`src/rtl/scfs_pkg.sv`:
```
// Constants, state encoding and input carrier for the short-circuit fault sequencer
package scfs_pkg;
	// Clock and interval figures
	localparam int SCFS_CLK_NS = 10;
	localparam int SCFS_MS_NS = 1000000;
	localparam int SCFS_CYCLES_PER_MS = SCFS_MS_NS / SCFS_CLK_NS;
	localparam logic [8:0] SCFS_BLANK_SHORT_MS = 9'h001;
	localparam logic [8:0] SCFS_BLANK_LONG_MS = 9'h1e0;
	localparam logic [8:0] SCFS_HICCUP_MS = 9'h1e0;
	// Event counter
	localparam logic [3:0] SCFS_COUNT_LIMIT = 4'ha;
	localparam logic [3:0] SCFS_COUNT_FLOOR = 4'h0;
	localparam logic [15:0] SCFS_DEC_MS_RST = 16'h000a;
	// Register byte offsets
	localparam logic [3:0] SCFS_ADR_STATUS = 4'h0;
	localparam logic [3:0] SCFS_ADR_DEC_MS = 4'h4;
	// Status field positions
	localparam int SCFS_ST_STATE_LSB = 0;
	localparam int SCFS_ST_FAULT_BIT = 3;
	localparam int SCFS_ST_START_BIT = 4;
	localparam int SCFS_ST_UV_BIT = 5;
	localparam int SCFS_ST_HICCUP_BIT = 6;
	localparam int SCFS_ST_COUNT_LSB = 8;

	// Gray codes along ramp, normal, blank, fault
	typedef enum logic [2:0] {
		SCFS_ST_RAMP = 3'h0,
		SCFS_ST_NORMAL = 3'h1,
		SCFS_ST_BLANK = 3'h3,
		SCFS_ST_FAULT = 3'h7,
		SCFS_ST_UVWAIT = 3'h2
	} scfs_state_t;

	// Synchronised protection inputs
	typedef struct packed {
		logic fb_high;
		logic sc_high;
		logic bus_overvoltage_trip;
		logic uv;
		logic oc;
		logic hiccup;
	} scfs_prot_in_t;
endpackage

```
`src/rtl/scfs_sequencer.sv`:
```
// Short-circuit protection sequencer with Wishbone status and interval registers
// Summary of operation
// [RULE1] Captured low on short_circuit_in latches short-circuit mode and stops switching.
// [RULE2] Blanking holds switching off: 1 ms with select low, 480 ms with select high.
// [RULE3] Bus over- and under-voltage stay monitored and acted on during blanking.
// [RULE4] Blanking is prolonged until feedback and short-circuit inputs both read high.
// [RULE5] After blanking with both inputs high, switching resumes in soft-start ramp-up.
// [RULE6] Feedback and short-circuit low during ramp-up abort it into short-circuit mode.
// [RULE7] Event counter counts short-circuit entries only in latch-off response.
// [RULE8] Counter reaching 10 enters the latched fault state, fault output high.
// [RULE9] After a clean ramp-up the counter decrements at a short interval.
// [RULE10] Hiccup response retries after the hiccup delay forever, never latching.
// [RULE11] Startup-complete is low from power-on and throughout ramp-up.
// [RULE12] Startup-complete goes high at normal mode and stays high outside exceptions.
// [RULE13] Latched fault state forces startup-complete low.
// [RULE14] Blanking and hiccup delay force startup-complete low.
// [RULE15] Latched fault state delivers no switching and holds fault output high.
// [RULE16] Only power-on reset leaves the latched fault state.
// [RULE17] Bus under-voltage never latches the fault state.
// [RULE18] Over-current trip latches the fault with select low.
// [RULE19] Bus over-voltage latches the fault regardless of select.
// [RULE20] Outside circuit pulls feedback and short-circuit low on severe over-current.
// [RULE21] Hiccup response stops switching about 480 ms with fault output low.
// [RULE22] Inputs synchronised; millisecond intervals come from a parameter prescaler.
// [RULE23] Decrement interval and counter floor are parameters.
//
// Our own choices: the placing of the registers and the Wishbone register port.
`timescale 1ns/1ps
module scfs_sequencer import scfs_pkg::*; #(
	parameter int CYCLES_PER_MS = SCFS_CYCLES_PER_MS,
	parameter logic [3:0] COUNT_FLOOR = SCFS_COUNT_FLOOR,
	parameter logic [15:0] DEC_MS_DEFAULT = SCFS_DEC_MS_RST
) (
	input wire logic clk_i,
	input wire logic rst_i,
	input wire logic feedback_in_i,
	input wire logic short_circuit_in_i,
	input wire logic bus_overvoltage_trip_i,
	input wire logic bus_undervoltage_trip_i,
	input wire logic overcurrent_trip_i,
	input wire logic protection_response_select_i,
	input wire logic ramp_done_i,
	output logic gate_enable_o,
	output logic ramp_active_o,
	output logic startup_complete_o,
	output logic fault_o,
	input wire logic [31:0] wb_adr_i,
	input wire logic [31:0] wb_dat_i,
	input wire logic [3:0] wb_sel_i,
	input wire logic wb_we_i,
	input wire logic wb_cyc_i,
	input wire logic wb_stb_i,
	output logic wb_ack_o,
	output logic [31:0] wb_dat_o
);
	logic [5:0] sync_a;
	logic [5:0] sync_b;
	scfs_prot_in_t pin;
	scfs_state_t state;
	scfs_state_t next_state;
	logic enter_sc;
	logic [3:0] sc_count;
	logic [31:0] tick_cnt;
	logic ms_tick;
	logic [8:0] blank_ms;
	logic [8:0] ms_cnt;
	logic blank_done;
	logic [15:0] dec_ms;
	logic [15:0] dec_cnt;
	logic dec_fire;

	// Response to a trip that may latch: fault in latch-off when latch_now is set, otherwise blanking
	function automatic scfs_state_t scfs_trip_target(input logic hiccup, input logic latch_now);
		scfs_trip_target = (hiccup || !latch_now) ? SCFS_ST_BLANK : SCFS_ST_FAULT;
	endfunction

	// Two-flop synchronisers for the six protection inputs; ramp_done_i is used unsynchronised
	// Reset to the idle levels: feedback and short-circuit high, every trip low,
	// so that no false over-voltage latches the fault at reset release
	always_ff @(posedge clk_i) begin
		if (rst_i) begin
			sync_a <= 6'h30;
			sync_b <= 6'h30;
		end else begin
			sync_a <= {feedback_in_i, short_circuit_in_i, bus_overvoltage_trip_i,
				bus_undervoltage_trip_i, overcurrent_trip_i, protection_response_select_i};
			sync_b <= sync_a; // [RULE22]
		end
	end
	assign pin = scfs_prot_in_t'(sync_b);

	// Millisecond prescaler, restarted on every state change
	always_ff @(posedge clk_i) begin
		if (rst_i || state != next_state) begin
			tick_cnt <= 32'h0;
		end else if (ms_tick) begin
			tick_cnt <= 32'h0;
		end else begin
			tick_cnt <= tick_cnt + 32'h1;
		end
	end
	assign ms_tick = (tick_cnt == 32'(CYCLES_PER_MS - 1)); // [RULE22]

	// Blanking length chosen on entry and its elapsed milliseconds
	always_ff @(posedge clk_i) begin
		if (rst_i) begin
			blank_ms <= SCFS_BLANK_SHORT_MS;
			ms_cnt <= 9'h0;
		end else begin
			if (next_state == SCFS_ST_BLANK && state != SCFS_ST_BLANK) begin
				blank_ms <= pin.hiccup ? SCFS_HICCUP_MS : SCFS_BLANK_SHORT_MS; // [RULE2] [RULE21]
			end
			if (state != SCFS_ST_BLANK) begin
				ms_cnt <= 9'h0;
			end else if (ms_tick && !blank_done) begin
				ms_cnt <= ms_cnt + 9'h1;
			end
		end
	end
	assign blank_done = (ms_cnt >= blank_ms);

	// State transition decision
	always_comb begin
		next_state = state;
		enter_sc = 1'b0;
		if (state == SCFS_ST_FAULT) begin
			next_state = SCFS_ST_FAULT; // [RULE16]
		end else if (pin.bus_overvoltage_trip) begin
			next_state = SCFS_ST_FAULT; // [RULE19] [RULE3]
		end else begin
			case (state)
				SCFS_ST_RAMP, SCFS_ST_NORMAL: begin
					if (pin.oc) begin
						next_state = scfs_trip_target(pin.hiccup, 1'b1); // [RULE18]
					end else if (!pin.sc_high) begin
						// Low feedback with low short-circuit aborts ramp-up too [RULE6]
						enter_sc = 1'b1; // [RULE1]
						next_state = scfs_trip_target(pin.hiccup,
							sc_count + 4'h1 >= SCFS_COUNT_LIMIT); // [RULE8] [RULE10]
					end else if (pin.uv) begin
						next_state = SCFS_ST_UVWAIT; // [RULE17]
					end else if (state == SCFS_ST_RAMP && ramp_done_i) begin
						next_state = SCFS_ST_NORMAL;
					end
				end
				SCFS_ST_BLANK: begin
					if (blank_done && pin.fb_high && pin.sc_high && !pin.uv) begin
						next_state = SCFS_ST_RAMP; // [RULE4] [RULE5]
					end
				end
				SCFS_ST_UVWAIT: begin
					if (!pin.uv) begin
						next_state = SCFS_ST_RAMP; // [RULE17]
					end
				end
				default: begin
					next_state = SCFS_ST_FAULT;
				end
			endcase
		end
	end

	// State register
	always_ff @(posedge clk_i) begin
		if (rst_i) begin
			state <= SCFS_ST_RAMP;
		end else begin
			state <= next_state;
		end
	end

	// Decrement interval timer, runs only in normal mode
	always_ff @(posedge clk_i) begin
		if (rst_i || state != SCFS_ST_NORMAL || dec_fire) begin
			dec_cnt <= 16'h0;
		end else if (ms_tick) begin
			dec_cnt <= dec_cnt + 16'h1;
		end
	end
	assign dec_fire = (state == SCFS_ST_NORMAL) && (dec_cnt >= dec_ms) && ms_tick; // [RULE9]

	// Short-circuit event counter
	always_ff @(posedge clk_i) begin
		if (rst_i) begin
			sc_count <= 4'h0;
		end else if (enter_sc && !pin.hiccup) begin
			if (sc_count < SCFS_COUNT_LIMIT) begin
				sc_count <= sc_count + 4'h1; // [RULE7]
			end
		end else if (dec_fire && sc_count > COUNT_FLOOR) begin
			sc_count <= sc_count - 4'h1; // [RULE9] [RULE23]
		end
	end

	// Registered outputs follow the next state
	always_ff @(posedge clk_i) begin
		if (rst_i) begin
			gate_enable_o <= 1'b0;
			ramp_active_o <= 1'b0;
			startup_complete_o <= 1'b0; // [RULE11]
			fault_o <= 1'b0;
		end else begin
			gate_enable_o <= (next_state == SCFS_ST_RAMP) || (next_state == SCFS_ST_NORMAL); // [RULE15]
			ramp_active_o <= (next_state == SCFS_ST_RAMP);
			// Low in ramp, blanking, hiccup delay and fault [RULE12] [RULE13] [RULE14]
			startup_complete_o <= (next_state == SCFS_ST_NORMAL) ||
				(next_state == SCFS_ST_UVWAIT);
			fault_o <= (next_state == SCFS_ST_FAULT); // [RULE15] [RULE21]
		end
	end

	// Wishbone slave: one wait state, unmapped reads return zero
	always_ff @(posedge clk_i) begin
		if (rst_i) begin
			wb_ack_o <= 1'b0;
			wb_dat_o <= 32'h0;
			dec_ms <= DEC_MS_DEFAULT;
		end else begin
			wb_ack_o <= wb_cyc_i && wb_stb_i && !wb_ack_o;
			wb_dat_o <= 32'h0;
			if (wb_cyc_i && wb_stb_i && !wb_ack_o) begin
				if (wb_we_i && wb_adr_i[3:0] == SCFS_ADR_DEC_MS) begin
					if (wb_sel_i[0]) begin
						dec_ms[7:0] <= wb_dat_i[7:0]; // [RULE23]
					end
					if (wb_sel_i[1]) begin
						dec_ms[15:8] <= wb_dat_i[15:8];
					end
				end else if (!wb_we_i && wb_adr_i[3:0] == SCFS_ADR_STATUS) begin
					wb_dat_o[SCFS_ST_STATE_LSB +: 3] <= state;
					wb_dat_o[SCFS_ST_FAULT_BIT] <= fault_o;
					wb_dat_o[SCFS_ST_START_BIT] <= startup_complete_o;
					wb_dat_o[SCFS_ST_UV_BIT] <= pin.uv;
					wb_dat_o[SCFS_ST_HICCUP_BIT] <= pin.hiccup;
					wb_dat_o[SCFS_ST_COUNT_LSB +: 4] <= sc_count;
				end else if (!wb_we_i && wb_adr_i[3:0] == SCFS_ADR_DEC_MS) begin
					wb_dat_o[15:0] <= dec_ms;
				end
			end
		end
	end

	// Checks on the protection sequence
	a_fault_sticky: assert property (@(posedge clk_i) disable iff (rst_i)
		state == SCFS_ST_FAULT |=> state == SCFS_ST_FAULT) // [RULE16]
		else $error("latched fault state was left");
	a_fault_outputs: assert property (@(posedge clk_i) disable iff (rst_i)
		state == SCFS_ST_FAULT |-> fault_o && !gate_enable_o && !startup_complete_o) // [RULE13]
		else $error("fault state outputs wrong");
	a_sc_entry: assert property (@(posedge clk_i) disable iff (rst_i)
		(state == SCFS_ST_RAMP || state == SCFS_ST_NORMAL) && !pin.sc_high && !pin.oc
		|=> (state == SCFS_ST_BLANK || state == SCFS_ST_FAULT) && !gate_enable_o) // [RULE1]
		else $error("short circuit did not stop switching");
	a_blank_quiet: assert property (@(posedge clk_i) disable iff (rst_i)
		state == SCFS_ST_BLANK |-> !gate_enable_o && !startup_complete_o) // [RULE14]
		else $error("switching or startup high in blanking");
	a_blank_extend: assert property (@(posedge clk_i) disable iff (rst_i)
		state == SCFS_ST_BLANK && (!pin.fb_high || !pin.sc_high) |=> state != SCFS_ST_RAMP) // [RULE4]
		else $error("blanking ended with an input low");
	a_blank_length: assert property (@(posedge clk_i) disable iff (rst_i)
		state == SCFS_ST_BLANK && next_state == SCFS_ST_RAMP
		|-> ms_cnt >= (pin.hiccup ? SCFS_HICCUP_MS : SCFS_BLANK_SHORT_MS)) // [RULE2]
		else $error("blanking shorter than selected");
	a_ovp_latch: assert property (@(posedge clk_i) disable iff (rst_i)
		pin.bus_overvoltage_trip |=> state == SCFS_ST_FAULT ##1 fault_o) // [RULE19]
		else $error("over-voltage did not latch");
	a_count_limit: assert property (@(posedge clk_i) disable iff (rst_i)
		sc_count == SCFS_COUNT_LIMIT |-> state == SCFS_ST_FAULT) // [RULE8]
		else $error("counter at limit without fault");
	a_hiccup_count: assert property (@(posedge clk_i) disable iff (rst_i)
		enter_sc && pin.hiccup |=> $stable(sc_count) && state == SCFS_ST_BLANK) // [RULE10]
		else $error("hiccup entry counted or latched");
	a_uv_nolatch: assert property (@(posedge clk_i) disable iff (rst_i)
		pin.uv && !pin.bus_overvoltage_trip && !pin.oc && pin.sc_high && state != SCFS_ST_FAULT
		|=> state != SCFS_ST_FAULT) // [RULE17]
		else $error("under-voltage latched a fault");
	a_ramp_startup: assert property (@(posedge clk_i) disable iff (rst_i)
		state == SCFS_ST_RAMP |-> !startup_complete_o) // [RULE11]
		else $error("startup high during ramp-up");
	// Outputs are registered from the next state, so they follow one edge later
	a_ramp_flag: assert property (@(posedge clk_i) disable iff (rst_i)
		next_state == SCFS_ST_RAMP |=> ramp_active_o && gate_enable_o) // [RULE5]
		else $error("ramp-up entered without switching");
	a_oc_latch: assert property (@(posedge clk_i) disable iff (rst_i)
		pin.oc && !pin.hiccup && (state == SCFS_ST_RAMP || state == SCFS_ST_NORMAL)
		|=> state == SCFS_ST_FAULT) // [RULE18]
		else $error("over-current did not latch in latch-off response");
	a_normal_startup: assert property (@(posedge clk_i) disable iff (rst_i)
		state == SCFS_ST_NORMAL |-> startup_complete_o && !ramp_active_o) // [RULE12]
		else $error("startup low in normal mode");
	a_hiccup_nolatch: assert property (@(posedge clk_i) disable iff (rst_i)
		pin.hiccup && !pin.bus_overvoltage_trip && state != SCFS_ST_FAULT
		|=> state != SCFS_ST_FAULT) // [RULE10]
		else $error("hiccup response latched a fault");
	a_dec_step: assert property (@(posedge clk_i) disable iff (rst_i)
		dec_fire && !enter_sc && sc_count > COUNT_FLOOR
		|=> sc_count == $past(sc_count) - 4'h1) // [RULE9]
		else $error("event counter did not decrement");
	c_hiccup_retry: cover property (@(posedge clk_i) disable iff (rst_i)
		state == SCFS_ST_BLANK && pin.hiccup ##1 state == SCFS_ST_RAMP);
	c_latch_by_count: cover property (@(posedge clk_i) disable iff (rst_i)
		enter_sc ##1 state == SCFS_ST_FAULT);
	c_decrement: cover property (@(posedge clk_i) disable iff (rst_i)
		dec_fire && sc_count > COUNT_FLOOR);
	c_normal_reached: cover property (@(posedge clk_i) disable iff (rst_i)
		state == SCFS_ST_RAMP ##1 state == SCFS_ST_NORMAL);
endmodule

```
`config.mk`:
```
export PLATFORM = sky130hd
export DESIGN_NAME = scfs_sequencer
export DESIGN_NICKNAME = d
export VERILOG_FILES = /design/src/rtl/scfs_pkg.sv /design/src/rtl/scfs_sequencer.sv
export SDC_FILE = /design/constraint.sdc
export NUM_CORES = 1
export LEC_CHECK = 0
export ABC_CLOCK_PERIOD_IN_PS = 2700
export BUFFER_PORTS_ARGS = -buffer_cell sky130_fd_sc_hd__buf_4
export CAP_MARGIN = 5
export CORE_MARGIN = 2
export CORE_UTILIZATION = 35
export CTS_CLUSTER_DIAMETER = 200
export DETAILED_ROUTE_END_ITERATION = 6
export PLACE_DENSITY = 0.51
export SETUP_SLACK_MARGIN = 0.05
export SYNTH_ARGS = -nofsm -noshare
export SYNTH_HDL_FRONTEND = slang
export SYNTH_SLANG_ARGS = --single-unit
```
`constraint.sdc`:
```
create_clock -name clk_i -period 2.7 [get_ports clk_i]
set_clock_uncertainty 0.05 [all_clocks]
set_input_delay 0.54 -clock clk_i [delete_from_list [all_inputs] [get_ports clk_i]]
set_output_delay 0.54 -clock clk_i [all_outputs]
set_load 0.02 [all_outputs]
```
* Word level (Yosys, flattened, before mapping) *
Cells that the tools add are included.

word-level totals
  bits in registers = 138
  output and inout port bits = 37
  input port bits = 80
  logic and storage cells = 106

operators by class
  reductions and logical operators = 39
  eq/ne operators = 14
  add/subtract/negate cells = 5
  multiplexer cells = 23
  magnitude comparators = 5
  bitwise logic cells = 2

operators with widths
  operator                                         count
  adder 32 x 1 -> 32 bit, second input constant    1
  == test 32 x 17 -> 1 bit, second input constant  1
  2-to-1 mux 3 bit                                 10
  adder 16 x 1 -> 16 bit, second input constant    1
  >= comparator 16 bit                             1
  2-to-1 mux 16 bit                                1
  2-to-1 mux 4 bit                                 4
  logical AND 1 bit                                15
  == test 3 x 2 -> 1 bit, second input constant    4
  adder 9 x 1 -> 9 bit, second input constant      1
  >= comparator 9 bit                              1
  2-to-1 mux 9 bit                                 1
  one-hot mux 3 bit (3 select lines)               1
  2-to-1 mux 7 bit                                 1
  == test 3 x 1 -> 1 bit, second input constant    2
  == test 3 bit, second input constant             2
  logical NOT 1 bit                                6
  logical NOT 3 bit                                2
  logical OR 1 bit                                 6
  AND reduction 3 bit                              2
  OR reduction 2 bit                               3
  2-to-1 mux 1 bit                                 5
  OR reduction 5 bit                               1
  adder 4 x 1 -> 4 bit, second input constant      1
  14 further kinds                                 15

* Longest topological paths before layout *
Gate-level depths: netlist (run 1).

  depth in word-level cells = 13
  gate-level depth with buffers = 9
  mapped depth without buffers = 8

* Least setup slack after synthesis (run 1) *
OpenSTA, ideal clock, no wires.

  kind = register -> register
  start point = reg dec_ms[4]
  end point = reg sc_count[1]
  path slack = 0.221 ns
  library setup time = 0.071 ns
  path buffers = 0
  period minus slack after synthesis = 2.479 ns
  required time = 2.579 ns
  stages on the path, launching flop included = 9
  arrival time = 2.358 ns
  cell sequence = dfxtp_1 -> inv_1 -> ha_1 -> o21a_1 -> o211ai_1 -> a211oi_1 -> a2111oi_0 -> o21ai_0 -> a21oi_1

on the way
  longest elaborated chain between the ends = 6

ends and longest elaborated chain
  item                             RTL line               source
  from (decl)                      scfs_sequencer.sv:68   logic [15:0] dec_ms;
  from (signal assigned)           scfs_sequencer.sv:224  dec_ms[7:0] <= wb_dat_i[7:0];
  >= comparator 16 bit             scfs_sequencer.sv:180  assign dec_fire = (state == SCFS_ST_NORMAL) && (dec_cnt >= dec_ms) && ms_tick;
  logical AND 1 bit (2 in series)  scfs_sequencer.sv:180
  logical AND 1 bit                scfs_sequencer.sv:190  end else if (dec_fire && sc_count > COUNT_FLOOR) begin
  nonzero test 2 bit (no line)     n/a
  AND reduction 2 bit (no line)    n/a
  to (signal assigned)             scfs_sequencer.sv:188  sc_count <= sc_count + 4'h1;
  to (signal assigned)             scfs_sequencer.sv:191  sc_count <= sc_count - 4'h1;
  to (decl)                        scfs_sequencer.sv:62   logic [3:0] sc_count;

No other way between the ends.
A chain may end at the register's enable or synchronous reset.

* Worst setup path in the final report (run 1) *
  start point = reg dec_ms[4]
  end point = reg dec_cnt[13]

on the way
  longest elaborated chain between the ends = 4

ends and longest elaborated chain
  item                             RTL line               source
  >= comparator 16 bit             scfs_sequencer.sv:180
  logical AND 1 bit (2 in series)  scfs_sequencer.sv:180
  logical OR 1 bit                 scfs_sequencer.sv:174  if (rst_i || state != SCFS_ST_NORMAL || dec_fire) begin
  to (signal assigned)             scfs_sequencer.sv:177  dec_cnt <= dec_cnt + 16'h1;
  to (decl)                        scfs_sequencer.sv:69   logic [15:0] dec_cnt;

No other way between the ends.

==> results.json, run 1 <==
{
  "drive_above_1_share": 0.146,
  "worst-setup-path-type": "flop to flop",
  "ys_ff_latch": 115,
  "share_seq_of_total_power": 0.386,
  "wl_per_cell_um": 13.8,
  "worstSetupEndpointType": "flop",
  "synth.avg_cell_area_um2": 8.81,
  "power_density_mw_per_mm2": 681,
  "htree_levels": 4,
  "r2r-start": "dec_ms[4]",
  "ys_seq_area_frac": 0.429,
  "max_slew_margin": 0.560,
  "synth-edff-count": 0,
  "drc_errors": 0,
  "ctsHoldBuffers": 0,
  "numCtsBuffers": 17,
  "clk_latency_ns": 0.42,
  "worst_setup_path_start_kind": "flop",
  "fin_crit_sh": 0.927,
  "swShare": 0.209,
  "start_util": 0.356,
  "maxCapViolCount": 0,
  "fin_crit_ns": 2.50,
  "rows": 45,
  "grt_pass1_vias": 4035,
  "grtUsageTotal": 0.153,
  "final_cell_area_mm2": 0.00664,
  "clock-sinks": 115,
  "cts_repair_resize_count": 0,
  "p_clk_frac": 0.562,
  "worst_ep_arrival_time_ns": 2.79,
  "p_sw_uw": 945,
  "pwr-share-comb": 0.052,
  "hpwl_um": 8620,
  "drtPass1Iterations": 4,
  "leakage_nw": 2.72,
  "grt_start_max_net_pins": 33,
  "place_area_mm2": 0.00597,
  "fin_ws_ns": 0.197,
  "drt_iter0_drc": 273,
  "hold_ws_ns": 0.257,
  "async_flop_share": 0,
  "cts_root_buf": "clkbuf_16",
  "place_congestion": 0.769,
  "gr-total-overflow": 0,
  "path_cells": "inv_1, ha_1, o21a_1, o211ai_1, a211oi_1, a211o_1, a2111o_1, a21oi_1",
  "peakVddDrop_uv": 453,
  "netlist_area_mm2": 0.00537,
  "die_y_um": 128,
  "cts_tree": "yes",
  "nets": 779,
  "viasPerCell": 4.90,
  "dp.cells": 841,
  "hold_class": "input pin to flop",
  "setup_violations": 0,
  "worstMarginPinSlew_ns": 0.653,
  "coreArea_mm2": 0.0151,
  "slew_viol_final": 0,
  "clkSlewWorstSetupHoldPaths_ns": 0.05,
  "post_synth_num_cell_types": 50,
  "hold_path_startpoint": "feedback_in_i",
  "grt_first_pass_wirelength_um": 19800,
  "instances_no_fill": 873,
  "cp_slowest_stage_delay_ns": 0.65,
  "critPathMaxFanout": 16,
  "fin_setup_tns_ns": 0,
  "wl_um": 12000,
  "rsz0062_at_grt": "no",
  "reg2reg_slack_ns": 0.20,
  "cp.required_ns": 2.99,
  "yosys_warnings": 0,
  "antenna_found_initial": 0,
  "clock.fmax_mhz": 399,
  "cts.path.max_buffers": 2,
  "worstSetupStartpoint": "dec_ms[4]",
  "die_x_um": 128,
  "pre_cts_ws_ns": 0.172,
  "yosys_most_used_dff": "dfxtp_1",
  "slowest_stage": "a2111o_1",
  "num_io_pins": 117,
  "status": "finished, final reports clean",
  "io_buffers": 54,
  "drtAntennaViolNets": 0,
  "netlist_instances": 609,
  "die_area_mm2": 0.0163,
  "n_antenna_cell": 0,
  "intPower_mw": 3.58,
  "cts_setup_buffers": 0,
  "vias": 4277,
  "area_delta_synth_final_pct": 23.8,
  "hold_viol_final": 0
}
## power by group through the flow
stage / clock (mW) / sequential, mW / combinational (mW)
after global placement: 0 / 1.78 / 0.232
after detailed placement: 0 / 1.78 / 0.235
after global routing: 2.67 / 1.75 / 0.258
after CTS: 2.58 / 1.75 / 0.235
after floorplan: 0 / 1.78 / 0.154
final: 2.54 / 1.75 / 0.233
## final cells by class
class,instances,area (um^2)
Clock inverter,8,170
Timing Repair Buffer,64,493
Fill cell,1486,8450
Multi-Input combinational cell,446,2840
Clock buffer,24,502
Inverter,28,105
Sequential cell,115,2300
Tap cell,188,235
## sequential cells by signal (all words and copies together) (netlist names)
register / count
dec_cnt: 16
wb_dat_o: 16
sync_a: 6
sc_count: 4
wb_ack_o: 1
blank_ms: 2
pin: 6
gate_enable_o: 1
dec_ms: 16
tick_cnt: 32
state: 3
startup_complete_o: 1
ms_cnt: 9
fault_o: 1
ramp_active_o: 1
## synthesized netlist by cell type, types with 3 or more instances
master	count	share of area
nand3_1	25	0.023
nand2b_1	3	0.0035
a211oi_1	4	0.0056
and3_1	23	0.027
ha_1	27	0.063
a21oi_1	25	0.023
nand4_1	16	0.019
o31ai_1	4	0.0056
nor4_1	8	0.0093
o21ai_0	14	0.013
inv_1	28	0.020
xnor2_1	23	0.038
nor3_1	7	0.0065
mux2i_1	29	0.054
clkbuf_1	16	0.011
a31oi_1	3	0.0035
xor2_1	28	0.046
or2_2	4	0.0047
dfxtp_1	115	0.43
nor2_1	99	0.069
and2_1	4	0.0047
buf_4	16	0.022
nor2b_1	11	0.013
and4_1	3	0.0049
or3_1	9	0.010
nor4b_1	3	0.0049
nand2_1	34	0.024
## worst paths after layout
path | end | cells after the start
worst max-delay path | dec_cnt[13] | 8
worst min-delay path | sync_a[5] | 2
worst max register to register | dec_cnt[13] | 8
worst min register to register | pin[4] | 1
## critical path: cells and delay by family (launching register included)
kind | cells | cell delay (ns)
compound gates | 6 | 1.67
fa+ha+maj | 1 | 0.29
flops | 1 | 0.36
buf+inv | 1 | 0.06
## cells by family after synthesis
| family | count (synthesis) | synth area share |
|---|---|---|
| buf+inv | 63 | 0.0555 |
| xor+xnor | 51 | 0.0833 |
| compound gates | 64 | 0.0728 |
| fa+ha+maj | 27 | 0.0630 |
| simple gates | 259 | 0.242 |
| other cells | 1 | 0.000699 |
| flops | 115 | 0.429 |
| mux | 29 | 0.0541 |
## per-stage QoR
step / power, mW / utilization
after floorplan: 1.94 / -
after global placement: 2.01 / 0.396
after detailed placement: 2.02 / 0.396
after CTS: 4.57 / 0.440
after global routing: 4.68 / 0.440
final: 4.52 / 0.440
## cell usage in the layout (no fill, tap or decap), types with 2 or more instances in the layout
cell,Yosys,layout
nor3b_1,2,2
or3_1,9,9
xor2_1,28,28
nand2_1,34,34
clkinvlp_4,0,2
clkbuf_8,0,5
nand2b_1,3,3
conb_1,1,16
clkbuf_1,16,2
a31oi_1,3,3
buf_4,16,63
and2_1,4,4
a21oi_1,25,25
and4_1,3,3
inv_1,28,28
o21ai_0,14,14
ha_1,27,27
nand4_1,16,16
and3_1,23,23
nor3_1,7,7
clkbuf_16,0,17
nor4_1,8,8
nor4b_1,3,3
o31ai_1,4,3
xnor2_1,23,23
o22ai_1,2,2
mux2i_1,29,29
dfxtp_1,115,115
or4_1,2,2
bufinv_16,0,5
nor2_1,99,99
o21a_1,2,2
or2_2,4,4
nor2b_1,11,11
a211oi_1,4,4
nand3_1,25,25
## layer usage
metal  global-route usage  wire [um]
met1                0.206       6090
met2                0.231       5180
met3               0.0380        496
met4               0.0672        234
met5                    0          0
Power figures use the tool's default switching activity.
==> run 2: changes to the inputs <==
--- a/config.mk
+++ b/config.mk
@@ -12,6 +12,7 @@
 export CORE_UTILIZATION = 35
 export CTS_CLUSTER_DIAMETER = 200
 export DETAILED_ROUTE_END_ITERATION = 6
+export MAX_ROUTING_LAYER = met4
 export PLACE_DENSITY = 0.51
 export SETUP_SLACK_MARGIN = 0.05
 export SYNTH_ARGS = -nofsm -noshare
==> results.json, run 2 (synthesis gave the netlist of run 1 again) <==
{
  "numCtsBuffers": 17,
  "hold_viol_final": 0,
  "worstSetupEndpointType": "flop",
  "clk_latency_ns": 0.42,
  "rows": 45,
  "worstMarginPinSlew_ns": 0.653,
  "gr-total-overflow": 0,
  "grt_start_max_net_pins": 33,
  "final_util": 0.440,
  "fin_crit_ns": 2.50,
  "leakage_nw": 2.72,
  "clkSlewWorstSetupHoldPaths_ns": 0.05,
  "antenna_found_initial": 0,
  "final_cell_mix": "115 x dfxtp_1, 99 x nor2_1, 63 x buf_4, 34 x nand2_1, 29 x mux2i_1",
  "worstSetupStartpoint": "dec_ms[4]",
  "met1_length_um": 6090,
  "worst_setup_path_start_kind": "flop",
  "drtAntennaViolNets": 0,
  "largest-register": "tick_cnt",
  "hpwl_um": 8620,
  "drc_errors": 0,
  "grt_pass1_vias": 4040,
  "drive_above_1_share": 0.146,
  "coreArea_mm2": 0.0151,
  "cts.path.max_buffers": 2,
  "grt_first_pass_wirelength_um": 19800,
  "maxCapViolCount": 0,
  "clock-sinks": 115,
  "largest_reg_flops": 32,
  "nets": 779,
  "p_total_mw": 4.52,
  "htree_levels": 4,
  "cts_setup_buffers": 0,
  "place_congestion": 0.779,
  "area_delta_synth_final_pct": 23.8,
  "vias": 4293,
  "max_slew_margin": 0.560,
  "ctsHoldBuffers": 0,
  "cts_repair_resize_count": 0,
  "grtUsageTotal": 0.157,
  "fin_setup_tns_ns": 0,
  "io_buffers": 54,
  "die_y_um": 128,
  "r2r-start": "dec_ms[4]",
  "viasPerCell": 4.92,
  "dp.cells": 841,
  "wl_um": 12000,
  "cts_tree": "yes",
  "hold_class": "input pin to flop",
  "die_area_mm2": 0.0163,
  "instances_no_fill": 873,
  "nFillCells": 1486,
  "drtPass1Iterations": 4,
  "worst_ep_arrival_time_ns": 2.79,
  "critPathMaxFanout": 16,
  "status": "finished, final reports clean",
  "setup_violations": 0,
  "final_common_cell": "dfxtp_1",
  "fin_crit_sh": 0.927,
  "drt_iter0_drc": 285,
  "hold_path_startpoint": "feedback_in_i",
  "cp.required_ns": 2.99,
  "start_util": 0.356,
  "worst-setup-path-type": "flop to flop",
  "peakVddDrop_uv": 454,
  "cts_root_buf": "clkbuf_16",
  "slew_viol_final": 0,
  "n_antenna_cell": 0,
  "wl_met3_um": 525,
  "clock.fmax_mhz": 400,
  "num_io_pins": 117,
  "wl_per_cell_um": 13.8,
  "rsz0062_at_grt": "no",
  "power_density_mw_per_mm2": 681,
  "dr_wl_met2_um": 5170,
  "die_x_um": 128,
  "routed.top_layer": "met4"
}
-- run 2: cell counts in the layout (fill, tap and decap cells not counted) --
No cell type changed its count.
-- run 2: critical path, cell delays in order (launching register included) --
cell,delay (ns)
dfxtp_1,0.36
inv_1,0.06
ha_1,0.29
o21a_1,0.18
o211ai_1,0.19
a211oi_1,0.13
a211o_1,0.31
a2111o_1,0.65
a21oi_1,0.21
-- run 2: layout make-up --
cell class	count	area, um^2	area share
tap	188	235	0.0354
clock buffer	24	502	0.0755
timing repair buffer	64	493	0.0742
clock inverter	8	170	0.0256
multi-input combinational	446	2840	0.427
sequential	115	2300	0.347
inverter	28	105	0.0158
-- run 2: metal layers --
| layer | vias to the layer above | GRT usage |
|---|---|---|
| li1 | 2203 | - |
| met1 | 1985 | 0.206 |
| met2 | 89 | 0.231 |
| met3 | 16 | 0.0380 |
| met4 | 0 | 0.0672 |
| met5 | - | - |
-- run 2: worst paths after layout --
kind / to / slack (ns) / cells after the start
worst max-delay path: dec_cnt[11] / 0.20 / 8
worst min-delay path: sync_a[5] / 0.26 / 2
worst max register to register: dec_cnt[11] / 0.20 / 8
worst min register to register: pin[4] / 0.36 / 1
-- run 2: per-stage QoR --
| step | setup slack, ns | hold slack [ns] | cell area, um^2 |
|---|---|---|---|
| after floorplan | 0.221 | 0.339 | 5420 |
| after global placement | 0.178 | 0.349 | 5970 |
| after detailed placement | 0.172 | 0.349 | 5970 |
| after CTS | 0.162 | 0.245 | 6640 |
| after global routing | 0.0722 | 0.249 | 6640 |
| final | 0.198 | 0.256 | 6640 |
-- run 2: where the power goes --
| group | internal [mW] | switching [mW] | total (mW) | leakage [nW] |
|---|---|---|---|---|
| Sequential | 1.72 | 0.0239 | 1.75 | 0.931 |
| Clock | 1.76 | 0.784 | 2.54 | 0.323 |
| Combinational | 0.0944 | 0.138 | 0.233 | 1.46 |
| Total | 3.58 | 0.946 | 4.52 | 2.72 |
==> run 3: changes to the inputs <==
--- a/config.mk
+++ b/config.mk
@@ -6,7 +6,7 @@
 export NUM_CORES = 1
 export LEC_CHECK = 0
 export ABC_CLOCK_PERIOD_IN_PS = 2700
-export BUFFER_PORTS_ARGS = -buffer_cell sky130_fd_sc_hd__buf_4
+export BUFFER_PORTS_ARGS = -buffer_cell sky130_fd_sc_hd__buf_2
 export CAP_MARGIN = 5
 export CORE_MARGIN = 2
 export CORE_UTILIZATION = 35
==> results.json, run 3 (synthesis gave the netlist of run 1 again) <==
{
  "status": "finished, final reports clean",
  "wl_met3_um": 633,
  "cts.path.max_buffers": 2,
  "critPathMaxFanout": 16,
  "drt_iter0_drc": 184,
  "io_buffers": 54,
  "grt_first_pass_wirelength_um": 19500,
  "clkSlewWorstSetupHoldPaths_ns": 0.05,
  "gr-total-overflow": 0,
  "critical-path-top-delay-family": "compound AO/OA/AOI/OAI gates",
  "fin_crit_ns": 2.49,
  "peakVddDrop_uv": 417,
  "largest-register": "tick_cnt",
  "slowest_stage": "a2111o_1",
  "dp.cells": 843,
  "leakage_nw": 2.67,
  "pre_cts_ws_ns": 0.197,
  "maxCapViolCount": 0,
  "die_y_um": 128,
  "dr_wl_met2_um": 5170,
  "wl_per_cell_um": 13.4,
  "hold_ws_ns": 0.260,
  "rsz0062_at_grt": "no",
  "cts_tree": "yes",
  "met1_length_um": 5690,
  "worst_setup_path_start_kind": "flop",
  "final_cell_area_mm2": 0.00645,
  "worst_ep_arrival_time_ns": 2.78,
  "drtAntennaViolNets": 0,
  "fin_ws_ns": 0.212,
  "coreArea_mm2": 0.0151,
  "antenna_found_initial": 0,
  "r2r-start": "dec_ms[4]",
  "area_delta_synth_final_pct": 20.1,
  "final_cell_mix": "115 x dfxtp_1, 99 x nor2_1, 54 x buf_2, 34 x nand2_1, 29 x mux2i_1",
  "final_common_cell": "dfxtp_1",
  "setup_violations": 0,
  "grt_pass1_vias": 4052,
  "vias": 4279,
  "max_slew_margin": 0.574,
  "hold_path_startpoint": "short_circuit_in_i",
  "cp_slowest_stage_delay_ns": 0.65,
  "power_density_mw_per_mm2": 656,
  "hpwl_um": 8570,
  "drtPass1Iterations": 4,
  "clk_latency_ns": 0.42,
  "clock.fmax_mhz": 402,
  "numCtsBuffers": 17,
  "drive_above_1_share": 0.147,
  "place_congestion": 0.796,
  "grt_start_max_net_pins": 33,
  "place_area_mm2": 0.00585,
  "routed.top_layer": "met4",
  "die_x_um": 128,
  "cp.required_ns": 2.99,
  "fin_crit_sh": 0.922,
  "n_antenna_cell": 0,
  "hold_viol_final": 0,
  "ctsHoldBuffers": 0,
  "path_cells": "inv_1, ha_1, o21a_1, o211ai_1, a211oi_1, a211o_1, a2111o_1, a21oi_1",
  "die_area_mm2": 0.0163,
  "worstSetupEndpointType": "flop",
  "final_util": 0.427,
  "worstMarginPinSlew_ns": 0.634,
  "wl_um": 11700,
  "worstSetupStartpoint": "dec_ms[4]",
  "fin_setup_tns_ns": 0,
  "cts_setup_buffers": 0,
  "worst-setup-path-type": "flop to flop",
  "p_total_mw": 4.23,
  "viasPerCell": 4.89,
  "htree_levels": 4,
  "instances_no_fill": 875,
  "cts_repair_resize_count": 0,
  "start_util": 0.356,
  "slew_viol_final": 0,
  "nets": 781,
  "rows": 45,
  "drc_errors": 0,
  "hold_class": "input pin to flop",
  "cts_root_buf": "clkbuf_16",
  "num_io_pins": 117,
  "cp_num_buf_inv": 1,
  "clock-sinks": 115,
  "nFillCells": 1488,
  "largest_reg_flops": 32,
  "grtUsageTotal": 0.157
}
-- run 3: worst paths after layout --
check	to	slack (ns)	cells after the start
min reg2reg	pin[4]	0.36	1
max reg2reg	dec_cnt[13]	0.21	8
max	dec_cnt[13]	0.21	8
min	sync_a[4]	0.26	2
-- run 3: worst reg2reg max path, delay by kind of cell, from the launching register on --
kind	cells	cell delay [ns]
buf+inv	1	0.05
fa+ha+maj	1	0.28
flops	1	0.34
compound gates	6	1.70
-- run 3: cell type report --
| type | instances | area, um^2 | area share |
|---|---|---|---|
| clock buffers | 22 | 464 | 0.0720 |
| clock inverters | 10 | 131 | 0.0204 |
| inverters | 28 | 105 | 0.0163 |
| multi-input cells | 446 | 2840 | 0.440 |
| flip-flops and latches | 115 | 2300 | 0.357 |
| well taps | 188 | 235 | 0.0365 |
| repair buffers | 66 | 373 | 0.0578 |
-- run 3: power by group --
group	internal (mW)	total (mW)	leakage [nW]	switching [mW]
Combinational	0.0789	0.216	1.45	0.137
Sequential	1.72	1.75	0.931	0.0218
Clock	1.49	2.27	0.294	0.776
Total	3.29	4.23	2.67	0.935
-- run 3: per-layer routing --
layer	up-vias	global-route usage
li1	2198	-
met4	0	0.0659
met5	-	-
met3	17	0.0451
met1	1976	0.197
met2	88	0.235
